===== config.mk =====
export PLATFORM = sky130hd
export DESIGN_NAME = sss_slots
export DESIGN_NICKNAME = d
export VERILOG_FILES = /design/src/logic/sss_slots.v
export VERILOG_INCLUDE_DIRS = /design/src /design/src/logic
export SDC_FILE = /design/constraint.sdc
export NUM_CORES = 1
export LEC_CHECK = 0
export BUFFER_PORTS_ARGS = -buffer_cell sky130_fd_sc_hd__buf_4
export CAP_MARGIN = 20
export CORE_AREA = 2 2 77 79
export DETAILED_ROUTE_END_ITERATION = 7
export DIE_AREA = 0 0 79 81
export GPL_TIMING_DRIVEN = 0
export PLACE_DENSITY = 0.83
export SLEW_MARGIN = 20
export SYNTH_ARGS = -nofsm -noshare
export SYNTH_HDL_FRONTEND = slang
export SYNTH_SLANG_ARGS = --single-unit

===== constraint.sdc =====
create_clock -name pclk -period 3.1 [get_ports pclk]
set_input_delay 0.31 -clock pclk [delete_from_list [all_inputs] [get_ports pclk]]
set_output_delay 0.31 -clock pclk [all_outputs]
set_load 0.03 [all_outputs]

===== src/logic/sss_consts.vh =====
// constants for the sequencer stack slot bank
`ifndef SSS_CONSTS_VH
`define SSS_CONSTS_VH
// register indices; byte address is four times the index
`define SSS_IDX_SLOT23      6'h37
`define SSS_IDX_SLOT24      6'h38
`define SSS_IDX_SLOT25      6'h39
`define SSS_IDX_STATUS      6'h3F
// reset words
`define SSS_RST_SLOT23      16'h6E00
`define SSS_RST_SLOT24      16'h7000
`define SSS_RST_SLOT25      16'h7200
// field positions
`define SSS_BIT_DIR         15
`define SSS_ADDR_HI         14
`define SSS_ADDR_LO         9
`define SSS_BIT_WRAP        8
`define SSS_PICK_B_HI       7
`define SSS_PICK_B_LO       4
`define SSS_PICK_A_HI       3
`define SSS_PICK_A_LO       0
`define SSS_NUM_SLOTS       3
`define SSS_LAST_SLOT       2'h2
`endif


===== src/logic/sss_slots.v =====
// sequencer stack slots 23..25 with apb register access and step selection
`timescale 1ns/1ps

`include "sss_consts.vh"

module sss_slots (
  // apb clock and reset
  input  wire        pclk,
  input  wire        presetn,
  // apb request
  input  wire        psel,
  input  wire        penable,
  input  wire        pwrite,
  input  wire [11:0] paddr,
  input  wire [31:0] pwdata,
  // apb answer
  output reg  [31:0] prdata,
  output wire        pready,
  output wire        pslverr,
  // sequencer control
  input  wire        seq_restart,
  input  wire        conv_done,
  // sequencer step outputs
  output reg  [1:0]  active_slot,
  output reg  [3:0]  converter_a_input_pick,
  output reg  [3:0]  converter_b_input_pick
);

  // bus decode
  wire                      setup_ph;
  wire                      access_ph;
  wire [5:0]                reg_idx;
  wire                      aligned;
  wire                      stat_hit;
  wire                      mapped;
  wire [8:0]                wr_body;

  // slot storage view
  wire [15:0]               slot_word [0:`SSS_NUM_SLOTS-1];
  wire [`SSS_NUM_SLOTS-1:0] slot_hit;
  wire [`SSS_NUM_SLOTS-1:0] slot_wr;

  // read path
  wire [15:0]               stat_word;
  reg  [15:0]               rd_word;

  // step selection
  reg  [1:0]                active_slot_nxt;
  wire [15:0]               cur_word;
  wire [15:0]               nxt_word;
  wire                      cur_wrap;
  wire                      at_last;
  // reasons for a slot change
  wire                      step_restart;
  wire                      step_wrap;
  wire                      step_end;
  wire                      step_fwd;
  wire [3:0]                nxt_pick_a;
  wire [3:0]                nxt_pick_b;

  // address decode
  assign setup_ph  = psel & ~penable;
  assign access_ph = psel & penable;
  assign reg_idx   = paddr[7:2];
  // only word-aligned offsets inside the low 256 bytes are decoded
  assign aligned   = (paddr[1:0] == 2'h0) &
                     (paddr[11:8] == 4'h0);
  assign stat_hit  = aligned &
                     (reg_idx == `SSS_IDX_STATUS);
  assign mapped    = stat_hit |
                     (|slot_hit);
  // storage keeps bits 8..0 only; the rest is fixed per slot
  assign wr_body   = pwdata[8:0];

  // one storage entry per slot
  genvar g;
  generate
    for (g = 0; g < `SSS_NUM_SLOTS; g = g + 1) begin : g_slot
      localparam [15:0] RST  = (g == 0) ? `SSS_RST_SLOT23 :
                               (g == 1) ? `SSS_RST_SLOT24 :
                                          `SSS_RST_SLOT25;
      localparam [5:0]  SELF = RST[`SSS_ADDR_HI:`SSS_ADDR_LO];

      reg  [8:0] body_r;
      wire       dir_wr;
      wire       self_ok;

      assign slot_hit[g] = aligned &
                           (reg_idx == SELF);
      // a write needs the direction bit and the entry's own address in the word
      assign dir_wr     = pwdata[`SSS_BIT_DIR];
      assign self_ok    = (pwdata[`SSS_ADDR_HI:`SSS_ADDR_LO] == SELF);
      assign slot_wr[g] = access_ph &
                          pwrite &
                          slot_hit[g] &
                          dir_wr &
                          self_ok;

      always @(posedge pclk or negedge presetn) begin
        if (!presetn) begin
          body_r <= RST[8:0];
        end else if (slot_wr[g]) begin
          body_r <= wr_body;
        end
      end

      // direction bit reads back zero; address field is fixed
      assign slot_word[g] = {1'b0,
                             SELF,
                             body_r};
    end
  endgenerate

  // zero wait states; unmapped or misaligned accesses are flagged
  assign pready  = 1'b1;
  assign pslverr = access_ph &
                   ~mapped;

  // status word: active slot and the picks now in force
  assign stat_word = {6'h00,
                      active_slot,
                      converter_b_input_pick,
                      converter_a_input_pick};

  // decode is one-hot, so at most one word is selected
  always @* begin
    rd_word = 16'h0000;
    case ({stat_hit, slot_hit})
      4'h1: begin
        rd_word = slot_word[0];
      end

      4'h2: begin
        rd_word = slot_word[1];
      end

      4'h4: begin
        rd_word = slot_word[2];
      end

      4'h8: begin
        rd_word = stat_word;
      end

      default: begin
        rd_word = 16'h0000;
      end
    endcase
  end

  // read data captured in the setup phase and held through the access phase
  always @(posedge pclk or negedge presetn) begin
    if (!presetn) begin
      prdata <= 32'h0000_0000;
    end else if (setup_ph) begin
      prdata <= {16'h0000,
                 rd_word};
    end
  end

  // step selection
  assign cur_word   = slot_word[active_slot];
  assign nxt_word   = slot_word[active_slot_nxt];
  assign cur_wrap   = cur_word[`SSS_BIT_WRAP];
  assign at_last    = (active_slot == `SSS_LAST_SLOT);
  assign nxt_pick_a = nxt_word[`SSS_PICK_A_HI:`SSS_PICK_A_LO];
  assign nxt_pick_b = nxt_word[`SSS_PICK_B_HI:`SSS_PICK_B_LO];

  // restart wins over a finished conversion on the same edge
  assign step_restart = seq_restart;
  assign step_wrap    = ~seq_restart & conv_done & cur_wrap;
  // slots past this bank are not held here, so the last one returns to the first
  assign step_end     = ~seq_restart & conv_done & ~cur_wrap & at_last;
  assign step_fwd     = ~seq_restart & conv_done & ~cur_wrap & ~at_last;

  always @* begin
    active_slot_nxt = active_slot;
    if (step_restart | step_wrap | step_end) begin
      active_slot_nxt = 2'h0;
    end else if (step_fwd) begin
      active_slot_nxt = active_slot + 2'h1;
    end else begin
      active_slot_nxt = active_slot;
    end
  end

  always @(posedge pclk or negedge presetn) begin
    if (!presetn) begin
      active_slot <= 2'h0;
    end else begin
      active_slot <= active_slot_nxt;
    end
  end

  // converter A pick follows the entry that becomes active, rewrites included
  always @(posedge pclk or negedge presetn) begin
    if (!presetn) begin
      converter_a_input_pick <= 4'h0;
    end else begin
      converter_a_input_pick <= nxt_pick_a;
    end
  end

  // converter B pick follows the same entry
  always @(posedge pclk or negedge presetn) begin
    if (!presetn) begin
      converter_b_input_pick <= 4'h0;
    end else begin
      converter_b_input_pick <= nxt_pick_b;
    end
  end

endmodule // sss_slots


==> metrics.txt <==
status=finished clean; Skew-Pair Late Insertion Delay=0.30 ns; Max Cap Viol=0; IO Count=95; hold_ws=0.0147 ns; fraction of the mapped netlist area in simple logic gates=11.0%; Syn. warnings=0; largest family of logic cells by synthesized area=compound AO/OA/AOI/OAI gates; final hold vios=0; Die Y=81 um; Hold-fix buffers, CTS=0; max incr delay on CP=0.65 ns; antenna-violating nets left=0; initial drt markers=226; Synth Flop Type=dfrtp_1; total track usage=23.1%; Total Wirelength=7.02 mm; synth unique cells=48; Crit Path Category=reg -> reg; Mapped Area=0.00296 mm^2; Post-CTS Repair Setup Buffers=0; DR vias=2,375; grt ovf=0; worst ir drop on vdd=0.000204 V; IO Port Bufs=59; Lkg Pwr=1.78 nW; Hold WC Path Type=in -> async; most frequent cell after synthesis=dfrtp_1; worst-path cell chain=buf_2 -> inv_1 -> ha_1 -> nor2b_1 -> clkbuf_2 -> o211ai_1 -> o32ai_2 -> a32o_1; Final TNS setup=0 ns; diode count=0; row cnt=28; Area Growth Syn to Fin=24.0%; CTS clk-pin slew, worst paths=0.09 ns; Initial Util=52.2%; Routability Congestion=0.841; Num CTS Buffers=5; Post-synth ARST share=100%; CORE AREA=0.00568 mm^2; Finish-stage setup viols=0; CTS root buf=clkbuf_8; CP startpoint kind=flop; crit path DAT=2.73 ns; layout cells sized above 1=31.6%; nets=402; Clock Skew=0.00513 ns; Mapped Cells=268; Critical Path RT=3.35 ns; RSZ-0062 raised after global routing=false; CP Capture Type=flop; cts repair resizes=0; Die X=79 um; vias in the first global route=2,365; drt first pass iters=4; synth cell count leaders=dfrtp_1, buf_4, mux2i_1; largest net degree at the start of global routing=51; top cell type's share of synthesized area=42.2%; post-DP HPWL=5.09 mm; initial antenna violation count=0; Seq/Total Area, Yosys=42.2%; fin crit period=2.48 ns; top post-synthesis cells by area=dfrtp_1, mux2_1, mux2i_1; maximum clock insertion buffer count=2; mux contribution to synthesized area=18.2%; routed vias/inst=5.58; H-tree levels=2; Max Slew Vio Count=0; pwr/cell area=364 mW/mm^2; die area=0.00640 mm^2; worst relative slew slack=45.5%; DRC errors left=0; Slowest-stage cell, CP=o32ai_2; EDFF count, synth=0; CP delay by family, top=compound AO/OA/AOI/OAI gates; XOR/XNOR Fraction of Synth Area=0%; Yosys reg bits=50; most area-hungry cell type in the Yosys netlist=dfrtp_1; Syn Area/Cell=11.1 um^2; Synth Area in Compound Gates=18.3%; Sink Count=50; first-pass GRT wire length=11.5 mm; WP buf/inv=3; crit-path max FO=10; crit share post-route=80.1%; Fmax achieved=403 MHz; wire per inst=16.5 um; Adder-Cell Fraction of Synth Area=0.422%; CTS tree=yes; Fill cells=443; actual slew at the worst max-slew pin=0.817 ns
## worst register-to-register path, delay by kind of cell (launching register included)
kind                       cells  cell delay (ns)
buffers and inverters          3             0.62
adders and majority gates      1             0.22
and+or+nand+nor                1             0.10
DFF                            1             0.44
AOI/OAI and AO/OA              3             1.04
## final cells by class
type	instances	area, um^2	share of cell area [%]
Tap cell	75	93.8	2.56
Sequential cell	50	1250	34.1
Timing Repair Buffer	59	443	12.1
Buffer	35	225	6.13
Clock buffer	5	68.8	1.87
Multi-Input combinational cell	183	1490	40.5
Inverter	16	60.1	1.64
Clock inverter	3	43.8	1.19
## worst paths after layout
kind / depth (start not counted) / slack, ns / start / endpoint
worst min-delay path: 1 / 0.01 / presetn / g_slot[0].body_r[7]
worst max register to register: 8 / 0.62 / active_slot[0] / converter_b_input_pick[0]
max in group asynchronous: 1 / 2.69 / presetn / g_slot[2].body_r[8]
worst min register to register: 1 / 0.51 / prdata[0] / prdata[0]
min in group pclk: 2 / 0.22 / pwdata[2] / g_slot[0].body_r[2]
worst max-delay path: 8 / 0.62 / active_slot[0] / converter_b_input_pick[0]
## placed cells by master (no fill, tap or decap), types with 2 or more instances in the layout
cell type / instances
a22o_1: 10
a311o_1: 6
a32o_1: 3
buf_1: 4
buf_2: 2
buf_4: 79
buf_6: 2
clkbuf_1: 6
clkbuf_8: 5
conb_1: 18
dfrtp_1: 50
inv_1: 15
mux2_1: 18
mux2_4: 9
mux2i_1: 19
nand2_1: 14
nand2b_1: 4
nand3_1: 10
nand3b_1: 3
nor2_1: 5
nor2b_1: 4
nor3_1: 5
o2111ai_1: 2
o21ai_0: 2
o21ai_1: 4
o22ai_1: 9
o2bb2ai_1: 6
o311a_1: 12
o41a_1: 2
## logic make-up (layout without fill, tap and decap cells)
| family | Yosys count | count (layout) |
|---|---|---|
| simple gates | 56 | 56 |
| compound gates | 61 | 61 |
| mux | 47 | 47 |
| buf+inv | 51 | 118 |
| flops | 50 | 50 |
| fa+ha+maj | 1 | 1 |
| other cells | 2 | 18 |
## per-layer routing
layer | global-route usage (%) | wire (um) | vias to the layer above
li1 | - | - | 1131
met1 | 29.8 | 3010 | 1134
met2 | 39.6 | 3460 | 92
met3 | 4.22 | 428 | 18
met4 | 7.41 | 127 | 0
met5 | 0 | 0 | -
## metrics by stage
step	power, W	cell area (um^2)	setup WS (ns)	util (%)	std cells
after global placement	0.000881	3560	0.697	62.7	418
after detailed placement	0.000884	3560	0.726	62.7	418
after floorplan	0.000802	3020	0.931	-	284
after CTS	0.00134	3670	0.683	64.7	426
final	0.00134	3670	0.618	64.7	426
after global routing	0.00138	3670	0.435	64.7	426
## power breakdown
| group | internal (W) | leakage [nW] | switching (W) |
|---|---|---|---|
| registers | 0.000656 | 0.696 | 0.00000600 |
| logic | 0.0000816 | 1.03 | 0.000130 |
| clock network | 0.000242 | 0.0585 | 0.000219 |
## state kept, by name, indices dropped and copies added (netlist names)
register                cells
g_slot.body_r              27
prdata                     13
converter_a_input_pick      4
converter_b_input_pick      4
active_slot                 2
(Power assumes the default switching activity.)
